[src/include/fsk_hdr_pkg.sv]
// Package: register map, field layout, reset values and carriers for the FSK header config block
`default_nettype none
package fsk_hdr_pkg;
  // Register byte addresses (one aligned word each)
  localparam logic [7:0] ADDR_FRAME_CFG = 8'h00;
  localparam logic [7:0] ADDR_PREAMBLE_HIGH = 8'h04;
  localparam logic [7:0] ADDR_PREAMBLE_LOW = 8'h08;
  localparam logic [7:0] ADDR_DELIM0_LOW = 8'h0C;
  localparam logic [7:0] ADDR_DELIM0_HIGH = 8'h10;
  localparam logic [7:0] ADDR_DELIM1_LOW = 8'h14;
  localparam logic [7:0] ADDR_DELIM1_HIGH = 8'h18;
  localparam logic [7:0] ADDR_TX_HDR = 8'h1C;
  localparam logic [7:0] ADDR_RX_HDR = 8'h20;
  localparam logic [7:0] ADDR_RAW_LEN_LOW = 8'h24;
  localparam logic [7:0] ADDR_RAW_LEN_HIGH = 8'h28;
  localparam logic [7:0] ADDR_DIRMOD = 8'h2C;
  localparam logic [7:0] ADDR_PREEMPH0 = 8'h30;
  localparam logic [7:0] ADDR_PREEMPH1 = 8'h34;
  localparam logic [7:0] ADDR_PREEMPH2 = 8'h38;
  localparam logic [7:0] ADDR_TX_FRONTEND = 8'h3C;

  // Field positions in the frame config register
  localparam int POS_HARD_DECISION = 6;
  localparam int POS_WIDE_SEARCH = 5;
  localparam int POS_RAW_MSB_FIRST = 4;
  localparam int POS_FMT_DELIM1 = 2;
  localparam int POS_FMT_DELIM0 = 0;
  // Preamble-high field in its own register, bits 7:6
  localparam int POS_PREAMBLE_HIGH = 6;
  // Transmit header register
  localparam int POS_TX_DELIM_SEL = 3;
  localparam int POS_TX_WHITEN = 2;
  localparam int POS_RSV_BIT2 = 1;
  localparam int POS_RSV_BIT1 = 0;
  // Receive header status register
  localparam int POS_RX_CHECKSUM = 7;
  localparam int POS_RX_MODE_SW = 6;
  // Direct modulation register
  localparam int POS_PREEMPH_EN = 1;
  localparam int POS_BB_DIRMOD_EN = 0;
  // Frontend register
  localparam int POS_FE_DIRMOD_EN = 4;

  // Writable-bit masks
  localparam logic [7:0] MASK_FRAME_CFG = 8'h7F;
  localparam logic [7:0] MASK_PREAMBLE_HIGH = 8'hC0;
  localparam logic [7:0] MASK_TX_HDR = 8'h0F;
  localparam logic [7:0] MASK_RAW_LEN_HIGH = 8'h07;
  localparam logic [7:0] MASK_DIRMOD = 8'h03;

  // Reset values
  localparam logic [7:0] RST_FRAME_CFG = 8'h18;
  localparam logic [7:0] RST_PREAMBLE_HIGH = 8'h00;
  localparam logic [7:0] RST_PREAMBLE_LOW = 8'h00;
  localparam logic [7:0] RST_DELIM0_LOW = 8'h00;
  localparam logic [7:0] RST_DELIM0_HIGH = 8'h72;
  localparam logic [7:0] RST_DELIM1_LOW = 8'h00;
  localparam logic [7:0] RST_DELIM1_HIGH = 8'h00;
  localparam logic [7:0] RST_TX_HDR = 8'h04;
  localparam logic [7:0] RST_RX_HDR = 8'h00;
  localparam logic [7:0] RST_GENERIC = 8'h00;

  // AHB encodings
  localparam logic [1:0] HTRANS_NONSEQ = 2'h2;
  localparam logic [2:0] HSIZE_WORD = 3'h2;

  // Frame format codes per delimiter
  typedef enum logic [1:0] {
    FMT_UNCODED_IEEE = 2'b00,
    FMT_UNCODED_RAW = 2'b01,
    FMT_CODED_IEEE = 2'b10,
    FMT_CODED_RAW = 2'b11
  } frame_fmt_t;

  // Settings handed to the delimiter search
  typedef struct packed {
    logic hard_decision;
    logic wide_search;
    logic [15:0] pattern0;
    logic [15:0] pattern1;
    logic [31:0] pattern_wide;
  } delim_search_t;

  // Settings handed to the transmitter
  typedef struct packed {
    logic [9:0] preamble_len;
    logic delim_select;
    logic [15:0] delim_pattern;
    frame_fmt_t fmt;
    logic whitening_on;
    logic reserved_hdr_bit2;
    logic reserved_hdr_bit1;
    logic raw_msb_first;
  } tx_frame_cfg_t;

  // Header fields seen by the receiver at frame start
  typedef struct packed {
    logic rx_checksum_type;
    logic rx_mode_switch_flag;
    logic rx_delim_detected;
    logic rx_whitening_flag;
    logic reserved_hdr_bit2;
    logic reserved_hdr_bit1;
  } rx_hdr_t;

  // Receive framing settings
  typedef struct packed {
    frame_fmt_t fmt_delim0;
    frame_fmt_t fmt_delim1;
    logic raw_msb_first;
    logic [10:0] raw_rx_len;
  } rx_frame_cfg_t;

  // Direct modulation outputs
  typedef struct packed {
    logic dirmod_active;
    logic preemph_active;
    logic [7:0] preemph_byte0;
    logic [7:0] preemph_byte1;
    logic [7:0] preemph_byte2;
  } dirmod_cfg_t;
endpackage
`default_nettype wire
[src/hdl/fsk_sfd_phr_config.sv]
// FSK delimiter search, header and direct-modulation configuration behind an AHB-Lite slave
//
// The AHB-Lite interface to the registers and the address map were decided locally.
`default_nettype none
// What this block does
// - Hard decisions during delimiter search when set
// - Width bit 0: two 16-bit delimiters searched
// - Width bit 1: one 32-bit delimiter, ordered
// - Raw mode bit order follows reversal bit
// - Bits 3:2 pick delimiter-1 frame format
// - Bits 1:0 pick delimiter-0 frame format
// - Preamble length is 10 bits, octets
// - Delimiters held as low/high bytes
// - Transmit select chooses delimiter 0 or 1
// - Whitening bit enables whitening, sent in header
// - Two reserved header bits transmitted as written
// - Receive status updates on frame start
// - Checksum-type status copies header FCS bit
// - Mode-switch status at bit 6 copies header mode-switch flag
// - Delimiter status shows detected delimiter
// - Whitening status copies header bit
// - Reserved status bits copy header bits
// - Raw receive length is 11 bits
// - Direct modulation needs both enables
// - Preemphasis ignored without baseband enable
// - Three 8-bit preemphasis registers
// - Preamble high bits sit at 7:6
module fsk_sfd_phr_config (
  input wire logic i_clk, // 100 MHz clock
  input wire logic i_srst, // Synchronous reset, active high
  input wire logic i_hsel, // AHB slave select
  input wire logic [31:0] i_haddr, // AHB address
  input wire logic [1:0] i_htrans, // AHB transfer type
  input wire logic i_hwrite, // AHB write
  input wire logic [2:0] i_hsize, // AHB size
  input wire logic [31:0] i_hwdata, // AHB write data
  input wire logic i_hready, // AHB bus ready
  output logic [31:0] o_hrdata, // AHB read data
  output logic o_hreadyout, // AHB slave ready
  output logic o_hresp, // AHB response, always OKAY
  input wire logic i_rx_frame_start_irq, // Frame start pulse from receiver
  input wire fsk_hdr_pkg::rx_hdr_t i_rx_hdr, // Header fields of the frame
  output fsk_hdr_pkg::delim_search_t o_search, // Delimiter search settings
  output fsk_hdr_pkg::tx_frame_cfg_t o_tx_cfg, // Transmit frame settings
  output fsk_hdr_pkg::rx_frame_cfg_t o_rx_cfg, // Receive frame settings
  output fsk_hdr_pkg::dirmod_cfg_t o_dirmod // Direct modulation settings
);

  // Masked byte write helper, keeps read-only bits at zero
  function automatic logic [7:0] masked(input logic [7:0] wdata, input logic [7:0] mask);
    masked = wdata & mask;
  endfunction

  logic [7:0] frame_cfg_ff;
  logic [7:0] preamble_high_ff;
  logic [7:0] preamble_low_ff;
  logic [7:0] delim0_low_ff;
  logic [7:0] delim0_high_ff;
  logic [7:0] delim1_low_ff;
  logic [7:0] delim1_high_ff;
  logic [7:0] tx_hdr_ff;
  logic [7:0] rx_hdr_ff;
  logic [7:0] raw_len_low_ff;
  logic [7:0] raw_len_high_ff;
  logic [7:0] dirmod_ff;
  logic [7:0] preemph0_ff;
  logic [7:0] preemph1_ff;
  logic [7:0] preemph2_ff;
  logic [7:0] tx_frontend_ff;
  logic wr_pend_ff;
  logic [7:0] wr_addr_ff;
  logic [31:0] rdata_ff;
  logic [31:0] nxt_rdata;
  logic addr_phase;
  logic wr_en;

  // Zero-wait slave: every transfer completes in its data phase
  assign o_hreadyout = 1'b1;
  assign o_hresp = 1'b0;
  assign o_hrdata = rdata_ff;
  assign addr_phase = i_hsel && i_hready && (i_htrans == fsk_hdr_pkg::HTRANS_NONSEQ);
  assign wr_en = wr_pend_ff;

  // Capture write address phase; data arrives one cycle later
  always_ff @(posedge i_clk) begin
    if (i_srst) begin
      wr_pend_ff <= 1'b0;
      wr_addr_ff <= 8'h00;
    end else if (i_hready) begin
      wr_pend_ff <= addr_phase && i_hwrite && (i_hsize == fsk_hdr_pkg::HSIZE_WORD);
      wr_addr_ff <= i_haddr[7:0];
    end
  end

  // Read mux; unmapped addresses read zero
  always_comb begin
    nxt_rdata = 32'h0000_0000;
    case (i_haddr[7:0])
      fsk_hdr_pkg::ADDR_FRAME_CFG: nxt_rdata[7:0] = frame_cfg_ff;
      fsk_hdr_pkg::ADDR_PREAMBLE_HIGH: nxt_rdata[7:0] = preamble_high_ff;
      fsk_hdr_pkg::ADDR_PREAMBLE_LOW: nxt_rdata[7:0] = preamble_low_ff;
      fsk_hdr_pkg::ADDR_DELIM0_LOW: nxt_rdata[7:0] = delim0_low_ff;
      fsk_hdr_pkg::ADDR_DELIM0_HIGH: nxt_rdata[7:0] = delim0_high_ff;
      fsk_hdr_pkg::ADDR_DELIM1_LOW: nxt_rdata[7:0] = delim1_low_ff;
      fsk_hdr_pkg::ADDR_DELIM1_HIGH: nxt_rdata[7:0] = delim1_high_ff;
      fsk_hdr_pkg::ADDR_TX_HDR: nxt_rdata[7:0] = tx_hdr_ff;
      fsk_hdr_pkg::ADDR_RX_HDR: nxt_rdata[7:0] = rx_hdr_ff;
      fsk_hdr_pkg::ADDR_RAW_LEN_LOW: nxt_rdata[7:0] = raw_len_low_ff;
      fsk_hdr_pkg::ADDR_RAW_LEN_HIGH: nxt_rdata[7:0] = raw_len_high_ff;
      fsk_hdr_pkg::ADDR_DIRMOD: nxt_rdata[7:0] = dirmod_ff;
      fsk_hdr_pkg::ADDR_PREEMPH0: nxt_rdata[7:0] = preemph0_ff;
      fsk_hdr_pkg::ADDR_PREEMPH1: nxt_rdata[7:0] = preemph1_ff;
      fsk_hdr_pkg::ADDR_PREEMPH2: nxt_rdata[7:0] = preemph2_ff;
      fsk_hdr_pkg::ADDR_TX_FRONTEND: nxt_rdata[7:0] = tx_frontend_ff;
      default: nxt_rdata = 32'h0000_0000;
    endcase
  end

  // Read data registered at the address phase, valid in the data phase
  always_ff @(posedge i_clk) begin
    if (i_srst) begin
      rdata_ff <= 32'h0000_0000;
    end else if (addr_phase && !i_hwrite) begin
      rdata_ff <= nxt_rdata;
    end
  end

  // Search and framing configuration
  always_ff @(posedge i_clk) begin
    if (i_srst) begin
      frame_cfg_ff <= fsk_hdr_pkg::RST_FRAME_CFG;
      preamble_high_ff <= fsk_hdr_pkg::RST_PREAMBLE_HIGH;
      preamble_low_ff <= fsk_hdr_pkg::RST_PREAMBLE_LOW;
    end else if (wr_en) begin
      case (wr_addr_ff)
        fsk_hdr_pkg::ADDR_FRAME_CFG: frame_cfg_ff <= masked(i_hwdata[7:0], fsk_hdr_pkg::MASK_FRAME_CFG);
        fsk_hdr_pkg::ADDR_PREAMBLE_HIGH: preamble_high_ff <= masked(i_hwdata[7:0], fsk_hdr_pkg::MASK_PREAMBLE_HIGH);
        fsk_hdr_pkg::ADDR_PREAMBLE_LOW: preamble_low_ff <= i_hwdata[7:0];
        default: frame_cfg_ff <= frame_cfg_ff;
      endcase
    end
  end

  always_ff @(posedge i_clk) begin
    if (i_srst) begin
      delim0_low_ff <= fsk_hdr_pkg::RST_DELIM0_LOW;
      delim0_high_ff <= fsk_hdr_pkg::RST_DELIM0_HIGH;
      delim1_low_ff <= fsk_hdr_pkg::RST_DELIM1_LOW;
      delim1_high_ff <= fsk_hdr_pkg::RST_DELIM1_HIGH;
    end else if (wr_en) begin
      case (wr_addr_ff)
        fsk_hdr_pkg::ADDR_DELIM0_LOW: delim0_low_ff <= i_hwdata[7:0];
        fsk_hdr_pkg::ADDR_DELIM0_HIGH: delim0_high_ff <= i_hwdata[7:0];
        fsk_hdr_pkg::ADDR_DELIM1_LOW: delim1_low_ff <= i_hwdata[7:0];
        fsk_hdr_pkg::ADDR_DELIM1_HIGH: delim1_high_ff <= i_hwdata[7:0];
        default: delim0_low_ff <= delim0_low_ff;
      endcase
    end
  end

  // Transmit header, raw length, direct modulation and preemphasis
  always_ff @(posedge i_clk) begin
    if (i_srst) begin
      tx_hdr_ff <= fsk_hdr_pkg::RST_TX_HDR;
      raw_len_low_ff <= fsk_hdr_pkg::RST_GENERIC;
      raw_len_high_ff <= fsk_hdr_pkg::RST_GENERIC;
      dirmod_ff <= fsk_hdr_pkg::RST_GENERIC;
      preemph0_ff <= fsk_hdr_pkg::RST_GENERIC;
      preemph1_ff <= fsk_hdr_pkg::RST_GENERIC;
      preemph2_ff <= fsk_hdr_pkg::RST_GENERIC;
      tx_frontend_ff <= fsk_hdr_pkg::RST_GENERIC;
    end else if (wr_en) begin
      case (wr_addr_ff)
        fsk_hdr_pkg::ADDR_TX_HDR: tx_hdr_ff <= masked(i_hwdata[7:0], fsk_hdr_pkg::MASK_TX_HDR);
        fsk_hdr_pkg::ADDR_RAW_LEN_LOW: raw_len_low_ff <= i_hwdata[7:0];
        fsk_hdr_pkg::ADDR_RAW_LEN_HIGH: raw_len_high_ff <= masked(i_hwdata[7:0], fsk_hdr_pkg::MASK_RAW_LEN_HIGH);
        fsk_hdr_pkg::ADDR_DIRMOD: dirmod_ff <= masked(i_hwdata[7:0], fsk_hdr_pkg::MASK_DIRMOD);
        fsk_hdr_pkg::ADDR_PREEMPH0: preemph0_ff <= i_hwdata[7:0];
        fsk_hdr_pkg::ADDR_PREEMPH1: preemph1_ff <= i_hwdata[7:0];
        fsk_hdr_pkg::ADDR_PREEMPH2: preemph2_ff <= i_hwdata[7:0];
        // software keeps this bit legal; stored as written
        fsk_hdr_pkg::ADDR_TX_FRONTEND: tx_frontend_ff <= i_hwdata[7:0];
        default: tx_hdr_ff <= tx_hdr_ff;
      endcase
    end
  end

  // status captured on frame start only; register is read-only
  always_ff @(posedge i_clk) begin
    if (i_srst) begin
      rx_hdr_ff <= fsk_hdr_pkg::RST_RX_HDR;
    end else if (i_rx_frame_start_irq) begin
      rx_hdr_ff[fsk_hdr_pkg::POS_RX_CHECKSUM] <= i_rx_hdr.rx_checksum_type;
      rx_hdr_ff[fsk_hdr_pkg::POS_RX_MODE_SW] <= i_rx_hdr.rx_mode_switch_flag;
      rx_hdr_ff[5:4] <= 2'h0;
      rx_hdr_ff[fsk_hdr_pkg::POS_TX_DELIM_SEL] <= i_rx_hdr.rx_delim_detected;
      // whitening copied, meaningless in raw mode
      rx_hdr_ff[fsk_hdr_pkg::POS_TX_WHITEN] <= i_rx_hdr.rx_whitening_flag;
      rx_hdr_ff[fsk_hdr_pkg::POS_RSV_BIT2] <= i_rx_hdr.reserved_hdr_bit2;
      rx_hdr_ff[fsk_hdr_pkg::POS_RSV_BIT1] <= i_rx_hdr.reserved_hdr_bit1;
    end
  end

  // Search outputs
  always_comb begin
    o_search.hard_decision = frame_cfg_ff[fsk_hdr_pkg::POS_HARD_DECISION];
    // two 16-bit patterns, used when narrow
    o_search.wide_search = frame_cfg_ff[fsk_hdr_pkg::POS_WIDE_SEARCH];
    o_search.pattern0 = {delim0_high_ff, delim0_low_ff};
    o_search.pattern1 = {delim1_high_ff, delim1_low_ff};
    // wide pattern, delimiter 1 on top, sent LSB first
    o_search.pattern_wide = {delim1_high_ff, delim1_low_ff, delim0_high_ff, delim0_low_ff};
  end

  // Transmit framing outputs
  always_comb begin
    // 10-bit preamble length, high bits from 7:6
    o_tx_cfg.preamble_len = {preamble_high_ff[7:fsk_hdr_pkg::POS_PREAMBLE_HIGH], preamble_low_ff};
    o_tx_cfg.delim_select = tx_hdr_ff[fsk_hdr_pkg::POS_TX_DELIM_SEL];
    o_tx_cfg.delim_pattern = o_tx_cfg.delim_select ? o_search.pattern1 : o_search.pattern0;
    o_tx_cfg.fmt = o_tx_cfg.delim_select ? o_rx_cfg.fmt_delim1 : o_rx_cfg.fmt_delim0;
    o_tx_cfg.whitening_on = tx_hdr_ff[fsk_hdr_pkg::POS_TX_WHITEN];
    o_tx_cfg.reserved_hdr_bit2 = tx_hdr_ff[fsk_hdr_pkg::POS_RSV_BIT2];
    o_tx_cfg.reserved_hdr_bit1 = tx_hdr_ff[fsk_hdr_pkg::POS_RSV_BIT1];
    o_tx_cfg.raw_msb_first = o_rx_cfg.raw_msb_first;
  end

  // Receive framing outputs
  always_comb begin
    o_rx_cfg.fmt_delim0 = fsk_hdr_pkg::frame_fmt_t'(frame_cfg_ff[fsk_hdr_pkg::POS_FMT_DELIM0 +: 2]);
    o_rx_cfg.fmt_delim1 = fsk_hdr_pkg::frame_fmt_t'(frame_cfg_ff[fsk_hdr_pkg::POS_FMT_DELIM1 +: 2]);
    o_rx_cfg.raw_msb_first = frame_cfg_ff[fsk_hdr_pkg::POS_RAW_MSB_FIRST];
    o_rx_cfg.raw_rx_len = {raw_len_high_ff[2:0], raw_len_low_ff};
  end

  // Direct modulation gating
  always_comb begin
    o_dirmod.dirmod_active = dirmod_ff[fsk_hdr_pkg::POS_BB_DIRMOD_EN] && tx_frontend_ff[fsk_hdr_pkg::POS_FE_DIRMOD_EN];
    o_dirmod.preemph_active = dirmod_ff[fsk_hdr_pkg::POS_PREEMPH_EN] && dirmod_ff[fsk_hdr_pkg::POS_BB_DIRMOD_EN];
    o_dirmod.preemph_byte0 = preemph0_ff;
    o_dirmod.preemph_byte1 = preemph1_ff;
    o_dirmod.preemph_byte2 = preemph2_ff;
  end

endmodule
`default_nettype wire

[config.mk]
export PLATFORM = sky130hd
export DESIGN_NAME = fsk_sfd_phr_config
export DESIGN_NICKNAME = d
export VERILOG_FILES = /design/src/include/fsk_hdr_pkg.sv /design/src/hdl/fsk_sfd_phr_config.sv
export SDC_FILE = /design/constraint.sdc
export NUM_CORES = 1
export LEC_CHECK = 0
export BUFFER_PORTS_ARGS = -buffer_cell sky130_fd_sc_hd__buf_2
export CAP_MARGIN = 0
export CORE_MARGIN = 1.5
export CORE_UTILIZATION = 30
export CTS_BUF_LIST = sky130_fd_sc_hd__clkbuf_4
export DETAILED_ROUTE_END_ITERATION = 10
export GPL_ROUTABILITY_DRIVEN = 0
export GPL_TIMING_DRIVEN = 0
export PLACE_DENSITY = 0.62
export REMOVE_ABC_BUFFERS = 1
export SLEW_MARGIN = 15
export SYNTH_ARGS = -nofsm -noshare
export SYNTH_HDL_FRONTEND = slang
export SYNTH_SLANG_ARGS = --single-unit
[constraint.sdc]
create_clock -name i_clk -period 2.7 [get_ports i_clk]
set_input_delay 0.27 -clock i_clk [delete_from_list [all_inputs] [get_ports i_clk]]
set_output_delay 0.27 -clock i_clk [all_outputs]
set_load 0.02 [all_outputs]
Word level (Yosys, flattened, before mapping)
Cells that the tools add are included.
W data, S select, Z words.
- output and inout bits: 175
- register bits: 121
- word-level logic and storage cells: 78
- reductions and logical operators: 25
- mux-type cells: 3
- equality and inequality tests: 31
- operators with widths (kind ; count):
    $pmux W8 S16 ; 1
    $eq A8 B6 Y1 const B ; 15
    $eq A8 B5 Y1 const B ; 8
    $eq A8 B4 Y1 const B ; 4
    $reduce_and A2 Y1 ; 15
    $eq A8 B3 Y1 const B ; 2
    $logic_not A8 Y1 ; 2
    $mux W16 ; 1
    $logic_and A1 B1 Y1 ; 7
    $eq A3 B2 Y1 const B ; 1
    $eq A2 B2 Y1 const B ; 1
    $mux W2 ; 1
    $logic_not A1 Y1 ; 1

Logic depth before layout (Yosys ltp)
- depth after elaboration: 4
- depth in mapped cells: 7
- mapped depth without buffers: 5

Worst setup path after synthesis
Ideal clock, no wire load.
- path type: reg-to-output
- from: register tx_hdr_ff[3]
- to: output o_tx_cfg[13] (netlist bit)
- arrival: 1.448 ns
- slack: 0.982 ns
- stages on the path, launching flop included: 4
- data required time: 2.430 ns
- cells stage by stage: dfxtp_1 > buf_2 > buf_1 > mux2_2
- RTL lines (element ; line ; text):
    start: declaration ; fsk_sfd_phr_config.sv:61 ; logic [7:0] tx_hdr_ff;
    start signal: assignment ; fsk_sfd_phr_config.sv:164 ; tx_hdr_ff <= fsk_hdr_pkg::RST_TX_HDR;
    start signal: assignment ; fsk_sfd_phr_config.sv:174 ; fsk_hdr_pkg::ADDR_TX_HDR: tx_hdr_ff <= masked(i_hwdata[7:0], fsk_hdr_pkg::MASK_TX_HDR);
    start signal: assignment ; fsk_sfd_phr_config.sv:183 ; default: tx_hdr_ff <= tx_hdr_ff;
    end: declaration ; fsk_sfd_phr_config.sv:44 ; output fsk_hdr_pkg::tx_frame_cfg_t o_tx_cfg,

==> impl_metrics.tcl <==
set metrics [dict create \
    crit_path_top_delay_cell "dfxtp_1" \
    dp_hpwl_um 14800 \
    crit_chain "mux2_2 > buf_2" \
    clock_latency_ps 580 \
    utilization_pct 36.2 \
    max_freq_mhz 404 \
    placed_area_sq_um 7010 \
    whs_path_depth 3 \
    ff2ff_path_depth 5 \
    min_to "wr_addr_ff[1]" \
    syn2layout_area_growth_pct 17.2 \
    cts_tree "built" \
    place_inst 1040 \
    dr.first_iter.drc_count 466 \
    cts.clk_slew.worst_paths_ps 120 \
    grt_pass1_wl_um 30000 \
    synth_ff_type "dfxtp_1" \
    drv_slew 0 \
    total_power_mw 3.47 \
    min_period_over_period_pct 91.6 \
    post-route-drc-count 0 \
    die_x_um 148 \
    use_met3_pct 5.62 \
    fill_cells 2147 \
    cts_max_path_buffers 2 \
    setup_viol 0 \
    cp-end-kind "output port" \
    crit_family "flip-flops" \
    netlist_instances 665 \
    hold_class "in2reg" \
    drt.antenna.violating_nets 0 \
    post_cts_buffers 0 \
    synth_edf_count 0 \
    cp_num_buf_inv 1 \
    clock_sinks 121 \
    yosysWarnings 0 \
    rsz0062_at_grt "no" \
    use_met2_pct 28.7 \
    cp-start-kind "flip-flop" \
    min-delay-start "i_haddr[1]" \
    max_slew_margin_pct 32.4 \
    vias 5273 \
    clockRootBuffer "clkbuf_4" \
    grt_pass1_vias 4842 \
    numCtsBuffers 17 \
    status "complete, no violations" \
    drive_above_1_share_pct 33.2 \
    nets 878 \
    yosysSeqAreaShare_pct 38.4 \
    tightest_slew_ps 1010 \
    routed_wl_um 20400 \
    grt_busiest_layer "met2" \
    io_buffers 181 \
    fin_skew_ps 19.7 \
    ys_ff_latch 121 \
    ir_drop_v 0.000194 \
    fp.dieH_um 148 \
    final_cells 1081 \
    initial_core_util_pct 30.9 \
    cp_max_fo 21 \
    fin_crit_ps 2470 \
    syn_avg_cell_area_sq_um 9.48 \
    worstReg2RegEnd "frame_cfg_ff[3]" \
    cp.arrival_ps 2200 \
    design.core.area_sq_um 20400 \
    final_common_cell "buf_2" \
    cpPeakStageDelay_ps 1000 \
    final_area_sq_um 7390 \
    async_reset_ff_share_pct 0 \
    dieArea_sq_um 21900 \
    r2r_start "wr_addr_ff[7]" \
    layout_common_cells "buf_2 (180), dfxtp_1 (121), mux2i_1 (116), nor2_1 (106), mux2_2 (29)" \
    path_depth 2 \
    drt-pass1-iter-count 5 \
    grt_use_total_pct 18.4 \
    cap_violations 0 \
    use_met1_pct 24.5 \
    h-tree-depth 4 \
    p_per_area_nw_per_um2 470 \
    grt-ovfl-total 0 \
    grt_max_degree 74 \
    crit_required_ps 2430 \
    cts_resized 0 \
    synth_cell_type_count 59 \
    wire_per_inst_um 18.9 \
    p_leak_nw 3.44 \
    placementRows 52 \
    synthesis.area_sq_um 6310 \
    viasPerCell 4.88 \
    r2r_setup_slack_ps 740 \
    path_class "reg2out" \
    io_pins 256 \
    antenna_found_initial 1 \
    cts_hold_buffers 8 \
    finalHoldViolCount 0 \
]
==> worst register-to-register path, cell delays in order, from the launching register on <==
cell,delay (ps)
dfxtp_1,360
nor4b_4,380
nand2b_1,430
nor2_8,350
nor2b_1,80
a211o_1,260
==> metrics by stage <==
step	TNS [ps]	hold WS [ps]	setup WS, ps
after floorplan	0	339	1010
after global placement	-953	435	-151
after detailed placement	0	442	602
after CTS	0	38.4	144
after global routing	0	58.7	84.8
final	0	42.8	227
==> worst max path at each step <==
| stage | to | start | slack [ps] |
|---|---|---|---|
| floorplan | frame_cfg_ff[3] | wr_addr_ff[7] | 1010 |
| global placement | o_hrdata[3] | i_srst | -150 |
| detailed placement | o_hrdata[0] | i_haddr[3] | 600 |
| CTS | o_tx_cfg[9] | tx_hdr_ff[3] | 140 |
| global route | o_tx_cfg[9] | tx_hdr_ff[3] | 80 |
| finish | o_tx_cfg[9] | tx_hdr_ff[3] | 230 |
==> synth_stat cells, types with 3 or more instances <==
cell | count | share of area, %
nor2b_1 | 9 | 0.89
buf_1 | 4 | 0.24
a211o_1 | 7 | 0.97
nand2_1 | 26 | 1.5
o21ai_0 | 12 | 0.95
o32ai_1 | 4 | 0.56
a22oi_1 | 19 | 2.3
nor2_4 | 4 | 0.71
nand2_2 | 5 | 0.50
buf_2 | 5 | 0.40
clkbuf_1 | 23 | 1.4
o22ai_1 | 8 | 0.79
nand3_1 | 13 | 1.0
mux2i_1 | 116 | 18
nor3_1 | 7 | 0.56
and2_1 | 3 | 0.30
a21oi_1 | 11 | 0.87
nor4_1 | 4 | 0.40
buf_4 | 64 | 7.6
nor2_1 | 106 | 6.3
o21ai_1 | 3 | 0.24
nor3b_1 | 3 | 0.36
nand3b_1 | 3 | 0.36
mux2_2 | 29 | 5.2
nor2_8 | 3 | 0.95
buf_6 | 5 | 0.89
dfxtp_1 | 121 | 38
nand2b_1 | 3 | 0.30
and3_1 | 3 | 0.30
==> registers in the layout, summed over array words and instances, names as in the netlist, 8 cells and up <==
name and count:
o_hrdata 8, delim1_low_ff 8, delim0_high_ff 8, tx_frontend_ff 8, delim1_high_ff 8, wr_addr_ff 8, preemph1_ff 8, preamble_low_ff 8
delim0_low_ff 8, raw_len_low_ff 8, preemph0_ff 8, preemph2_ff 8
==> report_power, final <==
group / internal [mW] / switching (mW)
logic: 0.0766 / 0.197
clock network: 0.638 / 0.746
registers: 1.80 / 0.0166
total: 2.51 / 0.959
==> cell type report <==
class	instances	area [sq um]	share of cell area [%]
diodes	1	2.50	0.0339
clock buffers	17	128	1.73
clock inverters	15	175	2.37
inverters	2	7.51	0.102
multi-input cells	465	3300	44.7
flip-flops and latches	121	2420	32.8
well taps	270	338	4.57
repair buffers	190	1020	13.7
==> kinds of logic after synthesis <==
family | share of synthesized area (%)
other | 0.119
and+or+nand+nor | 18.7
AOI/OAI and AO/OA | 8.21
muxes | 23.9
buffers and inverters | 10.6
DFF | 38.4
==> metal layers <==
layer / part of all wire [%] / wire length [um]
met1: 46 / 9310
met2: 46 / 9320
met3: 7.4 / 1510
met4: 1.5 / 305
met5: 0 / 0
No activity file was read; power rests on OpenSTA's default activity.
